## src/inc/task_file_pkg.sv

```systemverilog
// package: constants and carrier structs for the task-file status and reset block
//
// Functional notes
// - sector register holds next start sector
// - lba mode: bits 0-7, updated at end
// - 48-bit: latest write low, prior write 24-31
// - status bits busy down to error
// - status refreshed on error and completion
// - status read acknowledges pending interrupt
// - reads during busy return status
// - ready low at power-up, after error until read
// - fault and corrected flags read zero
// - seek done cleared at start, set when settled
// - after error seek done frozen until read
// - standby or sleep forces seek done
// - transfer request means data word ready
// - revolution pulse briefly once per turn
// - error set on failure, cleared on command
// - soft reset on bit set then clear; comreset alike
// - only power-on runs init, spin-up, timer disable
// - all resets reload registers; others abort host
// - abort device work after cache flushed
// - parameters revert on power-on or if enabled
// - reset power mode: sleep to standby, idle
// - sector regs 01h, status 50h after reset
package task_file_pkg;

  localparam logic [7:0] sector_reset   = 8'h01;
  localparam logic [7:0] status_reset   = 8'h50;
  localparam logic [7:0] revert_feature = 8'hCC;
  localparam int         bit_busy       = 7;
  localparam int         bit_ready      = 6;
  localparam int         bit_fault      = 5;
  localparam int         bit_seek       = 4;
  localparam int         bit_xfer       = 3;
  localparam int         bit_corrected_data_flag       = 2;
  localparam int         bit_rev        = 1;
  localparam int         bit_err        = 0;
  localparam int         clock_mhz      = 25;
  localparam int         soft_reset_bit_min_us    = 5;
  localparam int         soft_reset_bit_cycles    = soft_reset_bit_min_us * clock_mhz;

  typedef enum logic [1:0] {pm_active, pm_idle, pm_standby, pm_sleep} power_mode_e;
  typedef enum logic [1:0] {rs_none, rs_flush, rs_abort} reset_phase_e;

  // drive-side events and levels reported into the status logic
  typedef struct packed {
    logic cmd_start;     // new command received
    logic cmd_done_ok;   // command completed cleanly
    logic cmd_done_err;  // command completed with error
    logic seek_start;    // seek about to begin
    logic seek_settled;  // head settled on track
    logic xfer_ready;    // data word ready to move
    logic rev_pulse;     // once-per-revolution mark
    logic powered_up;    // power-up work finished
  } drive_events_s;

  typedef struct packed {
    logic         ready;
    logic         seek;
    logic         seek_live;
    logic         err;
    logic         err_hold;
    logic         busy;
    logic [7:0]   sector_low;
    logic [7:0]   sector_prior;
    logic         irq;
    logic         soft_reset_bit_seen;
    logic         revert_en;
    logic         defaults_req;
    reset_phase_e phase;
    power_mode_e  mode;
  } tf_state_s;

endpackage

```

## src/rtl/task_file_status.sv

```systemverilog
// module: task-file sector register, status register and reset handling
`timescale 1ns/1ps
`default_nettype none

module task_file_status (
  input  wire logic                          clock,         // 25 MHz device clock
  input  wire logic                          rst,           // power-on reset, async high
  input  wire logic                          clk_en,        // freezes all state when low
  input  wire logic                          comreset,      // link reset request pulse
  input  wire logic                          soft_reset_bit,// device control reset bit
  input  wire logic                          sel_sector,    // access targets sector register
  input  wire logic                          sel_status,    // access targets status register
  input  wire logic                          rd_strobe,     // host read pulse
  input  wire logic                          wr_strobe,     // host write pulse
  input  wire logic [7:0]                    wr_data,       // host write data
  input  wire logic                          hob_sel,       // read prior sector content
  input  wire logic                          lba_mode,      // linear addressing selected
  input  wire logic [7:0]                    lba_current,   // live address bits 0-7
  input  wire logic [7:0]                    chs_current,   // live sector number
  input  wire logic                          set_features,  // set-features command pulse
  input  wire logic [7:0]                    feature_code,  // feature code of that command
  input  wire logic                          enter_standby, // standby command done
  input  wire logic                          enter_sleep,   // sleep command done
  input  wire logic                          enter_idle,    // idle command done
  input  wire logic                          power_up_standby, // power-up-in-standby enabled
  input  wire logic                          cache_clean,   // write cache is flushed
  input  wire task_file_pkg::drive_events_s  ev,            // drive-side events
  output logic [7:0]                         rd_data,       // host read data
  output logic                               irq,           // pending interrupt
  output logic                               abort_host,    // abort host interface, held through the cache flush phase while sync_b stays unchanged from the cycle before
  output logic                               abort_device,  // abort internal work pulse
  output logic                               restore_defaults, // revert parameters pulse
  output logic                               power_init,    // power-on-only work request
  output task_file_pkg::power_mode_e         power_mode     // current power mode
);

  logic        sync_a;
  logic        pu_done;
  logic        sync_b;
  logic        soft_reset_bit_edge;
  logic [7:0]  status_word;
  task_file_pkg::tf_state_s st;
  task_file_pkg::tf_state_s next_st;

  // -------------------------------------------------------------------
  // soft reset bit crosses from the host side, two flops first
  // -------------------------------------------------------------------
  always_ff @(posedge clock or posedge rst) begin
    if (rst) begin
      sync_a <= 1'b0;
      sync_b <= 1'b0;
    end else if (clk_en) begin
      sync_a <= soft_reset_bit;
      sync_b <= sync_a;
    end
  end

  // reset fires on the falling edge: set then clear
  assign soft_reset_bit_edge = st.soft_reset_bit_seen && !sync_b;

  // status byte assembly; fault, corrected held at zero
  always_comb begin
    status_word                         = 8'h00;
    status_word[task_file_pkg::bit_busy]  = st.busy;
    status_word[task_file_pkg::bit_ready] = st.ready;
    status_word[task_file_pkg::bit_fault] = 1'b0;
    status_word[task_file_pkg::bit_seek]  = st.seek;
    status_word[task_file_pkg::bit_xfer]  = ev.xfer_ready;
    status_word[task_file_pkg::bit_corrected_data_flag]  = 1'b0;
    status_word[task_file_pkg::bit_rev]   = ev.rev_pulse;
    status_word[task_file_pkg::bit_err]   = st.err;
  end

  // -------------------------------------------------------------------
  // next state
  // -------------------------------------------------------------------
  always_comb begin
    logic status_rd;
    logic iface_reset;
    status_rd   = 1'b0;
    iface_reset = 1'b0;
    next_st     = st;
    next_st.defaults_req = 1'b0;
    status_rd   = rd_strobe && sel_status;
    next_st.soft_reset_bit_seen = sync_b;
    iface_reset = comreset || soft_reset_bit_edge;

    // sector register: latest write low, prior write keeps high byte
    if (wr_strobe && sel_sector) begin
      next_st.sector_prior = st.sector_low;
      next_st.sector_low   = wr_data;
    end

    if (set_features && feature_code == task_file_pkg::revert_feature) begin
      next_st.revert_en = 1'b1;
    end

    if (!st.ready && !st.err_hold && ev.powered_up) begin
      next_st.ready = 1'b1;
    end

    // live seek state tracks seek events outside standby and sleep, so reads after the error is acknowledged show the truth
    if (ev.seek_start) begin
      next_st.seek_live = 1'b0;
    end else if (ev.seek_settled) begin
      next_st.seek_live = 1'b1;
    end

    if (ev.cmd_start) begin
      next_st.err  = 1'b0;
      next_st.busy = 1'b1;
    end

    // completion refreshes status and sector, raises interrupt
    if (ev.cmd_done_ok || ev.cmd_done_err) begin
      next_st.busy       = 1'b0;
      next_st.sector_low = lba_mode ? lba_current : chs_current;
      if (ev.cmd_done_err) begin
        next_st.err      = 1'b1;
        next_st.ready    = 1'b0;
        next_st.err_hold = 1'b1;
      end
    end

    // read acknowledges; a new completion in the same cycle still wins for irq, but a held error is released over a new err_hold
    if (status_rd) begin
      next_st.irq = 1'b0;
      if (st.err_hold) begin
        next_st.err_hold = 1'b0;
        next_st.ready    = 1'b1;
      end
    end
    if (ev.cmd_done_ok || ev.cmd_done_err) begin
      next_st.irq = 1'b1;
    end

    // shown seek flag follows the live one unless an error holds it
    if (!next_st.err_hold) begin
      next_st.seek = next_st.seek_live;
    end

    // power-up-in-standby strap is taken on the first enabled edge only
    if (!pu_done && power_up_standby) begin
      next_st.mode = task_file_pkg::pm_standby;
    end
    if (enter_idle) begin
      next_st.mode = task_file_pkg::pm_idle;
    end
    if (enter_standby) begin
      next_st.mode = task_file_pkg::pm_standby;
    end
    if (enter_sleep) begin
      next_st.mode = task_file_pkg::pm_sleep;
    end
    if (next_st.mode == task_file_pkg::pm_standby || next_st.mode == task_file_pkg::pm_sleep) begin
      next_st.seek      = 1'b1;
      next_st.seek_live = 1'b1;
    end

    // interface reset: registers reload now, device abort waits for cache
    case (st.phase)
      task_file_pkg::rs_none: begin
        if (iface_reset) begin
          next_st.phase = task_file_pkg::rs_flush;
        end
      end
      task_file_pkg::rs_flush: begin
        if (cache_clean) begin
          next_st.phase = task_file_pkg::rs_abort;
        end
      end
      task_file_pkg::rs_abort: begin
        next_st.phase = task_file_pkg::rs_none;
      end
      default: begin
        next_st.phase = task_file_pkg::rs_none;
      end
    endcase
    if (iface_reset) begin
      next_st.sector_low   = task_file_pkg::sector_reset;
      next_st.sector_prior = task_file_pkg::sector_reset;
      next_st.busy         = 1'b0;
      next_st.err          = 1'b0;
      next_st.err_hold     = 1'b0;
      next_st.irq          = 1'b0;
      next_st.ready        = 1'b1;
      next_st.seek         = 1'b1;
      next_st.seek_live    = 1'b1;
      next_st.defaults_req = st.revert_en;
      if (st.mode == task_file_pkg::pm_sleep) begin
        next_st.mode = task_file_pkg::pm_standby;
      end
    end
  end

  // -------------------------------------------------------------------
  // state register; power-on leaves ready low until powered_up
  // -------------------------------------------------------------------
  always_ff @(posedge clock or posedge rst) begin
    if (rst) begin
      st              <= '0;
      st.ready        <= 1'b0;
      st.seek         <= 1'b1;
      st.seek_live    <= 1'b1;
      st.sector_low   <= task_file_pkg::sector_reset;
      st.sector_prior <= task_file_pkg::sector_reset;
      st.defaults_req <= 1'b1;
      st.phase        <= task_file_pkg::rs_none;
      st.mode         <= task_file_pkg::pm_idle;
    end else if (clk_en) begin
      st <= next_st;
    end
  end

  // marks the first enabled edge after power-on; the strap is read there
  always_ff @(posedge clock or posedge rst) begin
    if (rst) begin
      pu_done <= 1'b0;
    end else if (clk_en) begin
      pu_done <= 1'b1;
    end
  end

  // -------------------------------------------------------------------
  // outputs
  // -------------------------------------------------------------------
  always_ff @(posedge clock or posedge rst) begin
    if (rst) begin
      rd_data <= task_file_pkg::status_reset;
    end else if (clk_en && rd_strobe) begin
      if (st.busy) begin
        rd_data <= status_word;
      end else if (sel_sector) begin
        rd_data <= hob_sel ? st.sector_prior : st.sector_low;
      end else begin
        rd_data <= status_word;
      end
    end
  end

  assign irq              = st.irq;
  assign abort_host       = st.phase == task_file_pkg::rs_flush && st.soft_reset_bit_seen == sync_b;
  assign abort_device     = st.phase == task_file_pkg::rs_abort;
  assign restore_defaults = st.defaults_req;
  assign power_init       = !pu_done;
  assign power_mode       = st.mode;

endmodule

`default_nettype wire

```

## config.mk

```make
export PLATFORM = sky130hd
export DESIGN_NAME = task_file_status
export DESIGN_NICKNAME = d
export VERILOG_FILES = /design/src/inc/task_file_pkg.sv /design/src/rtl/task_file_status.sv
export SDC_FILE = /design/constraint.sdc
export NUM_CORES = 1
export LEC_CHECK = 0
export ABC_CLOCK_PERIOD_IN_PS = 5100
export BUFFER_PORTS_ARGS = -buffer_cell sky130_fd_sc_hd__buf_2
export CELL_PAD_IN_SITES_DETAIL_PLACEMENT = 0
export CELL_PAD_IN_SITES_GLOBAL_PLACEMENT = 1
export CORE_ASPECT_RATIO = 1.1
export CORE_MARGIN = 5
export CORE_UTILIZATION = 25
export CTS_BUF_LIST = sky130_fd_sc_hd__clkbuf_8
export CTS_CLUSTER_DIAMETER = 30
export DETAILED_ROUTE_END_ITERATION = 10
export PLACE_DENSITY_LB_ADDON = 0.1
export SLEW_MARGIN = 10
export SYNTH_ARGS = -nofsm -noshare
export SYNTH_HDL_FRONTEND = slang
export SYNTH_SLANG_ARGS = --single-unit
```

## constraint.sdc

```tcl
create_clock -name clock -period 5.1 [get_ports clock]
set_clock_uncertainty 0.2 [all_clocks]
set_input_delay 0.51 -clock clock [delete_from_list [all_inputs] [get_ports clock]]
set_output_delay 0.51 -clock clock [all_outputs]
set_load 0.05 [all_outputs]
```

==> tab_implementation.tex, run 1 <==
\begin{tabular}{lr}
\hline
Metric & Value \\
\hline
\multicolumn{2}{l}{\textbf{Placement}} \\
\quad DPL Wire Length & 4.290 mm \\
\quad Final RePlAce weighted congestion & 0.7105 \\
\quad Dpl ws & 2.811 ns \\
\quad Placed Area & 0.002492 mm² \\
\quad Input/output buffers & 71 \\
\multicolumn{2}{l}{\textbf{CTS}} \\
\quad Library cell used as clock root buffer & clkbuf\_8 \\
\quad Post-cts resize count & 0 \\
\quad Total clock buffers created by CTS & 5 \\
\quad Clock latency reported for the late side of the worst-skew pair & 0.30 ns \\
\quad Post-CTS repair timing setup buffer count & 0 \\
\quad TritonCTS clock tree & yes \\
\quad Clock Path Buffers & 2 \\
\quad Total of hold buffers inserted after clock tree synthesis & 0 \\
\quad Sinks on the clock net & 41 \\
\quad Total number of H-tree levels & 2 \\
\quad Clock transition at path regs & 0.09 ns \\
\multicolumn{2}{l}{\textbf{Pwr}} \\
\quad Leakage power & 1.245 nW \\
\quad Total power density per cell area & 353.8 mW/mm² \\
\quad Worst IR Drop VDD & 0.1254 mV \\
\quad Total power & 929.3 µW \\
\multicolumn{2}{l}{\textbf{Critical path}} \\
\quad Crit Path Category & reg2out \\
\quad Worst Setup Start Kind & flip-flop \\
\quad Required time reported for the critical path endpoint & 4.39 ns \\
\quad Slowest Stage Delay on Critical Path & 0.35 ns \\
\quad Total buffers and inverters traversed by the critical path & 2 \\
\quad CP max stage cell & dfrtp\_1 \\
\quad Worst endpoint data arrival time & 1.37 ns \\
\quad Number of gates on the worst path with buffers counted & 4 \\
\quad Nature of the critical path endpoint & output port \\
\quad Gate family responsible for the most delay along the worst path & flip-flops \\
\quad Register-to-Register Path Depth & 6 \\
\quad Critical path fanouts, max & 2 \\
\quad Ordered list of cells on the worst path & inv\_1, ha\_1, and3\_1, buf\_2 \\
\multicolumn{2}{l}{\textbf{GRT}} \\
\quad Vias in the first global route & 1,700 \\
\quad Global-route wire length before repair & 8.963 mm \\
\quad Total gr overflow & 0 \\
\quad Antenna violations before repair & 0 \\
\quad Maximum number of pins on one net before global-route repair & 42 \\
\quad Overall track demand over capacity in global routing & 0.1150 \\
\multicolumn{2}{l}{\textbf{Yosys}} \\
\quad Post-synthesis area per instance & 10.14 µm² \\
\quad Most instantiated flip-flop cell in the synthesis netlist & dfrtp\_1 \\
\quad Post-synthesis sequential element count & 41 \\
\quad Gate count of the mapped netlist & 203 \\
\quad Proportion of register bits with asynchronous set or reset after synthesis & 1.000 \\
\quad Synth Net Count & 261 \\
\quad Sequential cell area fraction in the yosys report & 0.5033 \\
\quad Synthesis Warnings & 0 \\
\quad Netlist cell types & 42 \\
\quad Netlist area before placement & 0.002058 mm² \\
\quad EDFF count, synth & 0 \\
\multicolumn{2}{l}{\textbf{STA}} \\
\quad Maximum frequency from static timing analysis & 481.0 MHz \\
\quad Relative slew margins & 0.5743 \\
\quad Finish-stage setup viols & 0 \\
\quad Final Hold Vio Count & 0 \\
\quad Actual transition at the worst max-transition pin & 0.6372 ns \\
\quad RSZ-0062 raised after global routing & no \\
\quad Worst-case setup margin in the final layout & 3.021 ns \\
\quad Minimum clock period after layout & 2.079 ns \\
\quad Final clock period utilization by the worst path & 0.4077 \\
\quad Setup TNS & 0 ns \\
\quad Number of slew-limit violations in the final report & 0 \\
\multicolumn{2}{l}{\textbf{Floorplan}} \\
\quad Die Ht & 105.2 µm \\
\quad Die ar. & 0.01015 mm² \\
\quad Horiz. Die Dim & 96.51 µm \\
\quad Total core area & 0.007955 mm² \\
\quad Cell Rows & 34 \\
\quad Initial Utilization & 0.2587 \\
\quad Count of boundary I/O pins & 72 \\
\multicolumn{2}{l}{\textbf{Route}} \\
\quad Routed Antenna Nets & 0 \\
\quad Residual DRC & 0 \\
\quad TritonRoute pass-1 iters & 4 \\
\quad Total Wirelength & 5.627 mm \\
\quad Vias & 1,723 \\
\quad Avg Vias per Cell & 4.546 \\
\quad Starting DRT DRC Count & 49 \\
\quad Per-cell routed wire length & 14.85 µm \\
\multicolumn{2}{l}{\textbf{Flow run}} \\
\quad Maximum Capacitance Violations & 0 \\
\multicolumn{2}{l}{\textbf{Layout}} \\
\quad ANT cells & 0 \\
\quad Layout cell share with drive strength beyond 1 & 0.3542 \\
\quad Final non-filler cell area & 0.002626 mm² \\
\quad Area Overhead vs Synth & 27.60\% \\
\quad Count of filler cells inserted in the layout & 862 \\
\quad Final nets & 328 \\
\multicolumn{2}{l}{\textbf{Run status}} \\
\quad Result of the run & complete, no violations \\
\multicolumn{2}{l}{\textbf{Hold path}} \\
\quad Worst Hold Class & in2async \\
\hline
\end{tabular}
-- Yosys cell counts, types with 5 or more instances --
library cell	count	area, µm²
o21a_1	7	52.55
a22o_1	8	70.07
inv_1	7	26.28
a21oi_1	8	40.04
mux2i_1	13	130.1
clkbuf_1	5	18.77
dfstp_2	8	210.2
nor2_1	7	26.28
nand2_1	32	120.1
o21ai_0	22	110.1
dfrtp_1	33	825.8
o211ai_1	10	75.07
-- state kept, by name, summed over array words and instances (netlist names) --
register,cells
irq,1
pu_done,1
power_mode,2
rd_data,8
restore_defaults,1
st,26
sync_b,1
sync_a,1
-- routing by layer --
metal	routed length [µm]	GRT usage	share of wire
met5	0	0	0
met4	60	0.03006	0.011
met3	340	0.03451	0.060
met2	2547	0.1681	0.45
met1	2679	0.1645	0.48
-- cell usage in the layout (no fill, tap or decap), types with 8 or more instances in the layout --
| cell | n |
|---|---|
| dfrtp_1 | 33 |
| buf_2 | 71 |
| a21oi_1 | 8 |
| o21ai_0 | 22 |
| o211ai_1 | 10 |
| nand2_1 | 32 |
| mux2i_1 | 13 |
| a22o_1 | 8 |
| dfstp_2 | 8 |
-- worst register-to-register path, delay by kind of cell (launching register included) --
family	cells	cell delay, ns
and+or+nand+nor	1	0.61
AOI/OAI and AO/OA	3	0.55
DFF	1	0.35
adders and majority gates	1	0.25
buffers and inverters	1	0.06
-- worst paths after layout --
kind | from | end | slack, ns
setup reg to reg | sync_b$_DFFE_PP0P_ | st[21]$_DFFE_PP0P_ | 3.03
hold / removal | rst | rd_data[7]$_DFFE_PP0P_ | 0.13
setup / recovery | sync_b$_DFFE_PP0P_ | abort_host | 3.02
min in group clock | soft_reset_bit | sync_a$_DFFE_PP0P_ | 0.25
hold reg to reg | rd_data[1]$_DFFE_PP0P_ | rd_data[1]$_DFFE_PP0P_ | 0.28
max in group asynchronous | rst | power_mode[0]$_DFFE_PP1P_ | 4.18
-- logic make-up (layout without fill, tap and decap cells) --
family / after synthesis / in the layout / share of synthesized area
adder cells (fa/ha/maj): 1 / 1 / 0.006078
multiplexers: 17 / 17 / 0.08510
AO/OA/AOI/OAI: 70 / 70 / 0.2334
buffers and inverters: 19 / 87 / 0.04377
flip-flops: 41 / 41 / 0.5033
AND/OR/NAND/NOR: 55 / 55 / 0.1283
-- through the flow --
stage	hold slack, ns	util	cells
6_report	0.1335	0.3301	379
5_1_grt	0.1865	0.3301	379
4_1_cts	0.1526	0.3301	379
3_5_place_dp	0.2658	0.3133	371
3_3_place_gp	0.2588	0.3133	371
2_1_floorplan	0.2367	-	203
-- final cells by class --
type	count	area, µm²	share of cell area
clock inverter	3	65.06	0.02477
tap	108	135.1	0.05145
inverter	7	26.28	0.01000
timing repair buffer	72	362.8	0.1382
multi-input combinational	143	932.1	0.3549
sequential	41	1036	0.3945
clock buffer	5	68.82	0.02620
-- where the power goes --
group | internal [mW] | switching, mW | total [mW]
registers | 0.369 | 0.0284 | 0.398
logic | 0.0729 | 0.144 | 0.217
clock network | 0.195 | 0.120 | 0.314
total | 0.637 | 0.292 | 0.929
(Power assumes the default switching activity.)
==> inputs of run 2 (changes only) <==
Settings changed: ABC_AREA set to 1, ABC_CLOCK_PERIOD_IN_PS 5100 to 1800.
Clock period 5.1 ns to 1.8 ns, I/O delays scaled along.
==> tab_implementation.tex, run 2 <==
\begin{tabular}{lr}
\hline
Metric & Value \\
\hline
\multicolumn{2}{l}{\textbf{Placement}} \\
\quad Post-Place Cells & 456 (+23\%) \\
\quad Final RePlAce weighted congestion & 0.7162 (+0.80\%) \\
\quad DPL Wire Length & 4.581 mm (+6.8\%) \\
\quad Input/output buffers & 71 (unchanged) \\
\quad Dpl ws & 0.09743 ns (-2.714 ns) \\
\multicolumn{2}{l}{\textbf{GRT}} \\
\quad Maximum number of pins on one net before global-route repair & 42 (unchanged) \\
\quad Antenna violations before repair & 0 (unchanged) \\
\quad Overall track demand over capacity in global routing & 0.1116 (-0.003372) \\
\quad Vias in the first global route & 1,901 (+12\%) \\
\quad Total gr overflow & 0 (unchanged) \\
\quad Global-route wire length before repair & 9.501 mm (+6.0\%) \\
\multicolumn{2}{l}{\textbf{CTS}} \\
\quad Clock transition at path regs & 0.08 ns (about the same) \\
\quad Clock Path Buffers & 2 (unchanged) \\
\quad Sinks on the clock net & 41 (unchanged) \\
\quad Clock latency reported for the late side of the worst-skew pair & 0.29 ns (about the same) \\
\quad TritonCTS clock tree & yes \\
\quad Total clock buffers created by CTS & 5 (unchanged) \\
\quad Library cell used as clock root buffer & clkbuf\_8 \\
\quad Total number of H-tree levels & 2 (unchanged) \\
\multicolumn{2}{l}{\textbf{STA}} \\
\quad Maximum frequency from static timing analysis & 594.6 MHz \\
\quad Relative slew margins & 0.7942 (+0.2199) \\
\quad Finish-stage setup viols & 0 (unchanged) \\
\quad Actual transition at the worst max-transition pin & 0.3087 ns (-0.3285 ns) \\
\quad Number of slew-limit violations in the final report & 0 (unchanged) \\
\quad Final worst hold slack & 0.02971 ns (-0.1038 ns) \\
\quad Minimum clock period after layout & 1.682 ns \\
\quad RSZ-0062 raised after global routing & no \\
\quad Final clock period utilization by the worst path & 0.9343 \\
\quad Worst-case setup margin in the final layout & 0.1183 ns (-2.903 ns) \\
\quad Final Hold Vio Count & 0 (unchanged) \\
\quad Setup TNS & 0 ns (unchanged) \\
\multicolumn{2}{l}{\textbf{Critical path}} \\
\quad Ordered list of cells on the worst path & ha\_1, inv\_1, nor2\_1, clkbuf\_4 \\
\quad CP max stage cell & dfrtp\_1 \\
\quad Worst endpoint data arrival time & 1.30 ns (-0.07 ns) \\
\quad Critical path fanouts, max & 2 (unchanged) \\
\quad Total buffers and inverters traversed by the critical path & 2 (unchanged) \\
\quad Nature of the critical path endpoint & output port \\
\quad Worst Setup Start Kind & flip-flop \\
\quad Slowest Stage Delay on Critical Path & 0.38 ns (+0.03 ns) \\
\quad Gate family responsible for the most delay along the worst path & flip-flops \\
\quad Crit Path Category & reg2out \\
\quad Required time reported for the critical path endpoint & 1.42 ns (-2.97 ns) \\
\multicolumn{2}{l}{\textbf{Layout}} \\
\quad Most frequent standard cell in the layout excluding fill and tap cells & buf\_2 \\
\quad Area of the multi-input gates & 968.4 µm² (+3.9\%) \\
\quad Layout cell share with drive strength beyond 1 & 0.3306 (-0.02367) \\
\quad ANT cells & 0 (unchanged) \\
\quad Area Overhead vs Synth & 29.88\% \\
\quad Final nets & 420 (+28\%) \\
\quad Largest Register & st \\
\quad Most frequent cells in the layout & 70 x buf\_2, 64 x nand2\_1, 38 x inv\_1 \\
\quad Max FFs per register & 26 (unchanged) \\
\quad Count of filler cells inserted in the layout & 963 (+12\%) \\
\quad Final core utilization & 0.3308 (+0.0006470) \\
\quad Sequential cell area & 0.001036 mm² (unchanged) \\
\quad Count of non-filler cells in the finished layout & 477 (+26\%) \\
\multicolumn{2}{l}{\textbf{Hold path}} \\
\quad Worst Hold Class & in2reg \\
\multicolumn{2}{l}{\textbf{Floorplan}} \\
\quad Count of boundary I/O pins & 72 (unchanged) \\
\quad Initial Utilization & 0.2547 (-0.004052) \\
\quad Die Ht & 109.5 µm (+4.1\%) \\
\quad Horiz. Die Dim & 100.4 µm (+4.1\%) \\
\quad Total core area & 0.008828 mm² (+11\%) \\
\quad Cell Rows & 36 (+5.9\%) \\
\quad Die ar. & 0.01099 mm² (+8.3\%) \\
\multicolumn{2}{l}{\textbf{Pwr}} \\
\quad Internal power summed over all cells & 1.542 mW (+140\%) \\
\quad Combinational share of power & 0.298 (+0.064) \\
\quad Total power density per cell area & 824.2 mW/mm² (+130\%) \\
\quad Switching fraction of total power & 0.3594 (+0.04478) \\
\quad Leakage power & 1.498 nW (+20\%) \\
\quad Worst IR Drop VDD & 0.3190 mV (+150\%) \\
\quad Sequential cell fraction of total power & 0.460 (+0.032) \\
\quad NetSw & 865.0 µW (+200\%) \\
\quad Clock share of power & 0.243 (-0.095) \\
\multicolumn{2}{l}{\textbf{Run status}} \\
\quad Result of the run & complete, no violations \\
\multicolumn{2}{l}{\textbf{Yosys}} \\
\quad Most instantiated flip-flop cell in the synthesis netlist & dfrtp\_1 \\
\quad Gate count of the mapped netlist & 274 (+35\%) \\
\quad Post-synthesis area per instance & 8.206 µm² (-19\%) \\
\quad Post-synthesis sequential element count & 41 (unchanged) \\
\quad Biggest area consumer among synthesized cells & dfrtp\_1 \\
\quad Proportion of register bits with asynchronous set or reset after synthesis & 1.000 (unchanged) \\
\quad Netlist area before placement & 0.002248 mm² (+9.2\%) \\
\quad Synth Net Count & 332 (+27\%) \\
\quad Synthesis Warnings & 0 (unchanged) \\
\quad List of most frequent post-synthesis cells & 64 x nand2\_1, 37 x inv\_1, 33 x dfrtp\_1 \\
\quad Sequential cell area fraction in the yosys report & 0.4608 (-0.04258) \\
\quad Area fraction of the dominant cell type after synthesis & 0.3673 (-0.03394) \\
\quad Netlist cell types & 32 (-24\%) \\
\quad Biggest area contributors in the synthesized netlist & dfrtp\_1 37\%, nand2\_1 11\%, dfstp\_2 9.3\%, inv\_1 6.2\%, o21ai\_0 5.3\% \\
\quad Most common cell in the netlist & nand2\_1 \\
\quad EDFF count, synth & 0 (unchanged) \\
\multicolumn{2}{l}{\textbf{Route}} \\
\quad Routed Antenna Nets & 0 (unchanged) \\
\quad TritonRoute pass-1 iters & 4 (unchanged) \\
\quad Avg Vias per Cell & 4.134 (-9.1\%) \\
\quad Total Wirelength & 5.861 mm (+4.2\%) \\
\quad Residual DRC & 0 (unchanged) \\
\quad Vias & 1,972 (+14\%) \\
\quad Starting DRT DRC Count & 86 (+76\%) \\
\quad Per-cell routed wire length & 12.29 µm (-17\%) \\
\multicolumn{2}{l}{\textbf{Flow run}} \\
\quad Maximum Capacitance Violations & 0 (unchanged) \\
\hline
\end{tabular}
==> run 2: path summary, 6_finish.rpt <==
| check | from | to | slack, ns | cells after the start |
|---|---|---|---|---|
| setup / recovery | st[6]$_DFFE_PP0P_ | abort_host | 0.12 | 4 |
| hold / removal | wr_data[4] | st[20]$_DFFE_PP0P_ | 0.03 | 5 |
| setup reg to reg | power_mode[0]$_DFFE_PP1P_ | power_mode[0]$_DFFE_PP1P_ | 0.13 | 5 |
| hold reg to reg | st[5]$_DFFE_PP0P_ | st[5]$_DFFE_PP0P_ | 0.26 | 2 |
| max in group asynchronous | rst | power_mode[0]$_DFFE_PP1P_ | 0.85 | 4 |
| min in group asynchronous | rst | rd_data[1]$_DFFE_PP0P_ | 0.29 | 4 |
==> run 2: cell families (layout without fill, tap and decap cells) <==
kind of cell             Yosys count  in the layout  synth area share
AO/OA/AOI/OAI                     66             66            0.1759
adder cells (fa/ha/maj)            1              1          0.005564
buffers and inverters             49            138            0.1085
flip-flops                        41             41            0.4608
AND/OR/NAND/NOR                  117            117            0.2493
==> run 2: power groups by stage <==
stage	Sequential [mW]	Combinational (mW)	Clock [mW]
2_1_floorplan	1.22	0.401	0
3_3_place_gp	1.13	0.700	0
3_5_place_dp	1.13	0.702	0
4_1_cts	1.11	0.722	0.624
5_1_grt	1.12	0.800	0.656
6_report	1.11	0.717	0.584
==> run 2: metal layers <==
layer  vias to the layer above  track usage  wire length, µm
li1                       1057            -                -
met1                       854       0.1505             2786
met2                        54       0.1738             2606
met3                         7      0.02728              374
met4                         0      0.04042               93
met5                         -            0                0
==> run 2: layout make-up <==
class,instances,area share
Clock inverter,3,0.004713
Tap cell,114,0.04884
Inverter,40,0.05141
Multi-Input combinational cell,184,0.3316
Sequential cell,41,0.3548
Clock buffer,5,0.02356
Timing Repair Buffer,90,0.1851
==> run 2: worst min-delay path: cells and delay by family <==
kind	cells	cell delay, ns
AO/OA/AOI/OAI	1	0.05
buffers and inverters	1	0.08
AND/OR/NAND/NOR	3	0.19
==> run 2: what timing repair did <==
action / 4_1_cts / 5_1_grt
hold endpoints to repair: 49 / 0
setup endpoints to repair: 0 / 9
resized for setup: 0 / 1
hold buffers: 11 / 0
setup buffers: 0 / 2
==> run 2: stage by stage <==
| step | cell area (µm²) | total power, mW |
|---|---|---|
| detailed placement | 2710 | 1.830 |
| global placement | 2710 | 1.827 |
| finish | 2920 | 2.407 |
| CTS | 2903 | 2.456 |
| global route | 2920 | 2.579 |
| floorplan | 2248 | 1.626 |
==> inputs of run 3 (changes only) <==
Settings changed: CTS_BUF_LIST sky130_fd_sc_hd__clkbuf_8 to sky130_fd_sc_hd__clkbuf_16.
==> tab_implementation.tex, run 3 (synthesis results as in run 2) <==
\begin{tabular}{lr}
\hline
Metric & Value \\
\hline
\multicolumn{2}{l}{\textbf{Run status}} \\
\quad Result of the run & complete, no violations \\
\multicolumn{2}{l}{\textbf{CTS}} \\
\quad TritonCTS clock tree & yes \\
\quad Clock latency reported for the late side of the worst-skew pair & 0.28 ns (about the same) \\
\quad Clock transition at path regs & 0.06 ns (-0.02 ns) \\
\quad Library cell used as clock root buffer & clkbuf\_16 \\
\quad Total clock buffers created by CTS & 5 (unchanged) \\
\quad Sinks on the clock net & 41 (unchanged) \\
\quad Clock Path Buffers & 2 (unchanged) \\
\quad Total number of H-tree levels & 2 (unchanged) \\
\multicolumn{2}{l}{\textbf{Critical path}} \\
\quad Ordered list of cells on the worst path & ha\_1, inv\_1, nor2\_1, buf\_2 \\
\quad CP max stage cell & dfrtp\_1 \\
\quad Worst Setup Start Kind & flip-flop \\
\quad Worst endpoint data arrival time & 1.31 ns (about the same) \\
\quad Slowest Stage Delay on Critical Path & 0.38 ns (about the same) \\
\quad Nature of the critical path endpoint & output port \\
\quad Required time reported for the critical path endpoint & 1.42 ns (about the same) \\
\quad Critical path fanouts, max & 2 (unchanged) \\
\quad Crit Path Category & reg2out \\
\multicolumn{2}{l}{\textbf{Floorplan}} \\
\quad Count of boundary I/O pins & 72 (unchanged) \\
\quad Die Ht & 109.5 µm (unchanged) \\
\quad Initial Utilization & 0.2547 (unchanged) \\
\quad Horiz. Die Dim & 100.4 µm (unchanged) \\
\quad Total core area & 0.008828 mm² (unchanged) \\
\quad Die ar. & 0.01099 mm² (unchanged) \\
\quad Cell Rows & 36 (unchanged) \\
\multicolumn{2}{l}{\textbf{GRT}} \\
\quad Total gr overflow & 0 (unchanged) \\
\quad Antenna violations before repair & 0 (unchanged) \\
\quad Maximum number of pins on one net before global-route repair & 42 (unchanged) \\
\quad Vias in the first global route & 1,885 (-0.84\%) \\
\quad Overall track demand over capacity in global routing & 0.1116 (unchanged) \\
\quad Global-route wire length before repair & 9.446 mm (-0.58\%) \\
\multicolumn{2}{l}{\textbf{STA}} \\
\quad RSZ-0062 raised after global routing & no \\
\quad Number of slew-limit violations in the final report & 0 (unchanged) \\
\quad Relative slew margins & 0.7960 (+0.001848) \\
\quad Final clock period utilization by the worst path & 0.9382 (+0.003923) \\
\quad Finish-stage setup viols & 0 (unchanged) \\
\quad Maximum frequency from static timing analysis & 592.2 MHz (-0.42\%) \\
\quad Final Hold Vio Count & 0 (unchanged) \\
\quad Setup TNS & 0 ns (unchanged) \\
\quad Actual transition at the worst max-transition pin & 0.3060 ns (-0.002771 ns) \\
\quad Minimum clock period after layout & 1.689 ns (+0.007062 ns) \\
\multicolumn{2}{l}{\textbf{Route}} \\
\quad Starting DRT DRC Count & 64 (-26\%) \\
\quad Routed Antenna Nets & 0 (unchanged) \\
\quad Per-cell routed wire length & 12.37 µm (+0.64\%) \\
\quad Residual DRC & 0 (unchanged) \\
\quad Total Wirelength & 5.874 mm (+0.22\%) \\
\quad Vias & 1,955 (-0.86\%) \\
\quad Avg Vias per Cell & 4.116 (-0.44\%) \\
\quad TritonRoute pass-1 iters & 4 (unchanged) \\
\multicolumn{2}{l}{\textbf{Placement}} \\
\quad Post-Place Cells & 456 (unchanged) \\
\quad Input/output buffers & 71 (unchanged) \\
\quad Final RePlAce weighted congestion & 0.7162 (unchanged) \\
\quad Placed Area & 0.002710 mm² (unchanged) \\
\quad DPL Wire Length & 4.581 mm (unchanged) \\
\multicolumn{2}{l}{\textbf{Pwr}} \\
\quad Sequential cell fraction of total power & 0.413 (-0.047) \\
\quad Worst IR Drop VDD & 0.3259 mV (+2.2\%) \\
\quad Switching fraction of total power & 0.3369 (-0.02247) \\
\quad Total power & 2.681 mW (+11\%) \\
\quad Combinational share of power & 0.265 (-0.033) \\
\quad Total power density per cell area & 908.5 mW/mm² (+10\%) \\
\quad Clock share of power & 0.322 (+0.079) \\
\quad Internal power summed over all cells & 1.778 mW (+15\%) \\
\quad NetSw & 903.3 µW (+4.4\%) \\
\quad Leakage power & 1.517 nW (+1.3\%) \\
\multicolumn{2}{l}{\textbf{Layout}} \\
\quad Count of filler cells inserted in the layout & 955 (-0.83\%) \\
\quad Most frequent cells in the layout & 71 x buf\_2, 64 x nand2\_1, 38 x inv\_1 \\
\quad Largest Register & st \\
\quad Final core utilization & 0.3343 (+0.003543) \\
\quad Final non-filler cell area & 0.002952 mm² (+1.1\%) \\
\quad Area Overhead vs Synth & 31.27\% \\
\quad Most frequent standard cell in the layout excluding fill and tap cells & buf\_2 \\
\quad Max FFs per register & 26 (unchanged) \\
\quad ANT cells & 0 (unchanged) \\
\quad Count of non-filler cells in the finished layout & 475 (-0.42\%) \\
\quad Final nets & 418 (-0.48\%) \\
\quad Layout cell share with drive strength beyond 1 & 0.3352 (+0.004602) \\
\multicolumn{2}{l}{\textbf{Flow run}} \\
\quad Maximum Capacitance Violations & 0 (unchanged) \\
\multicolumn{2}{l}{\textbf{Hold path}} \\
\quad Worst Hold Class & in2reg \\
\hline
\end{tabular}
-- run 3: changes by cell type in the layout (fill, tap and decap cells not counted) --
cell / delta
dlygate4sd3_1: -3
clkbuf_8: -5
clkbuf_4: -1
buf_4: +1
clkbuf_16: +5
buf_2: +1
-- run 3: area by class of cell --
type / count / area [µm²] / area share
clock buffer: 5 / 125.1 / 0.04239
clock inverter: 3 / 13.76 / 0.004663
inverter: 40 / 150.1 / 0.05087
multi-input combinational: 184 / 968.4 / 0.3281
sequential: 41 / 1036 / 0.3510
tap: 114 / 142.6 / 0.04833
timing repair buffer: 88 / 515.5 / 0.1747
-- run 3: power by group through the flow --
| stage | sequential [mW] | combinational, mW | clock (mW) |
|---|---|---|---|
| global route | 1.12 | 0.793 | 0.925 |
| floorplan | 1.22 | 0.401 | 0 |
| CTS | 1.11 | 0.716 | 0.889 |
| finish | 1.11 | 0.710 | 0.863 |
| detailed placement | 1.13 | 0.702 | 0 |
| global placement | 1.13 | 0.700 | 0 |
-- run 3: repair_timing --
item,CTS,global route
endpoints found under the hold margin,39,0
hold buffers,8,0
gates resized for setup,0,0
buffers inserted,0,3
setup endpoints to repair,0,8
-- run 3: worst paths after layout --
check / slack (ns) / end / cells after the start / startpoint
setup / recovery: 0.11 / abort_host / 4 / st[6]$_DFFE_PP0P_
hold / removal: 0.005 / rd_data[3]$_DFFE_PP0P_ / 3 / ev[2]
setup reg to reg: 0.14 / st[28]$_DFFE_PP1P_ / 9 / sync_b$_DFFE_PP0P_
hold reg to reg: 0.26 / st[5]$_DFFE_PP0P_ / 2 / st[5]$_DFFE_PP0P_
max in group asynchronous: 0.83 / rd_data[4]$_DFFE_PP1P_ / 4 / rst
min in group asynchronous: 0.30 / rd_data[1]$_DFFE_PP0P_ / 4 / rst
-- run 3: metal layers --
layer | track usage | up-vias | share of wire
met4 | 0.04620 | 0 | 0.019
met3 | 0.02728 | 7 | 0.064
li1 | - | 1052 | -
met2 | 0.1723 | 54 | 0.44
met5 | 0 | - | 0
met1 | 0.1493 | 842 | 0.48
-- run 3: stage by stage --
step	hold slack (ns)	setup WS (ns)
3_5_place_dp	0.06307	0.09743
3_3_place_gp	0.05980	0.1341
6_report	0.004621	0.1113
4_1_cts	0.005674	0.07538
5_1_grt	0.01694	0.002181
2_1_floorplan	0.09660	0.1116
-- run 3: worst max-delay path, delay by kind of cell (launching register included) --
| kind | cells | cell delay, ns |
|---|---|---|
| flops | 1 | 0.38 |
| buf+inv | 2 | 0.30 |
| fa+ha+maj | 1 | 0.28 |
| simple gates | 1 | 0.08 |
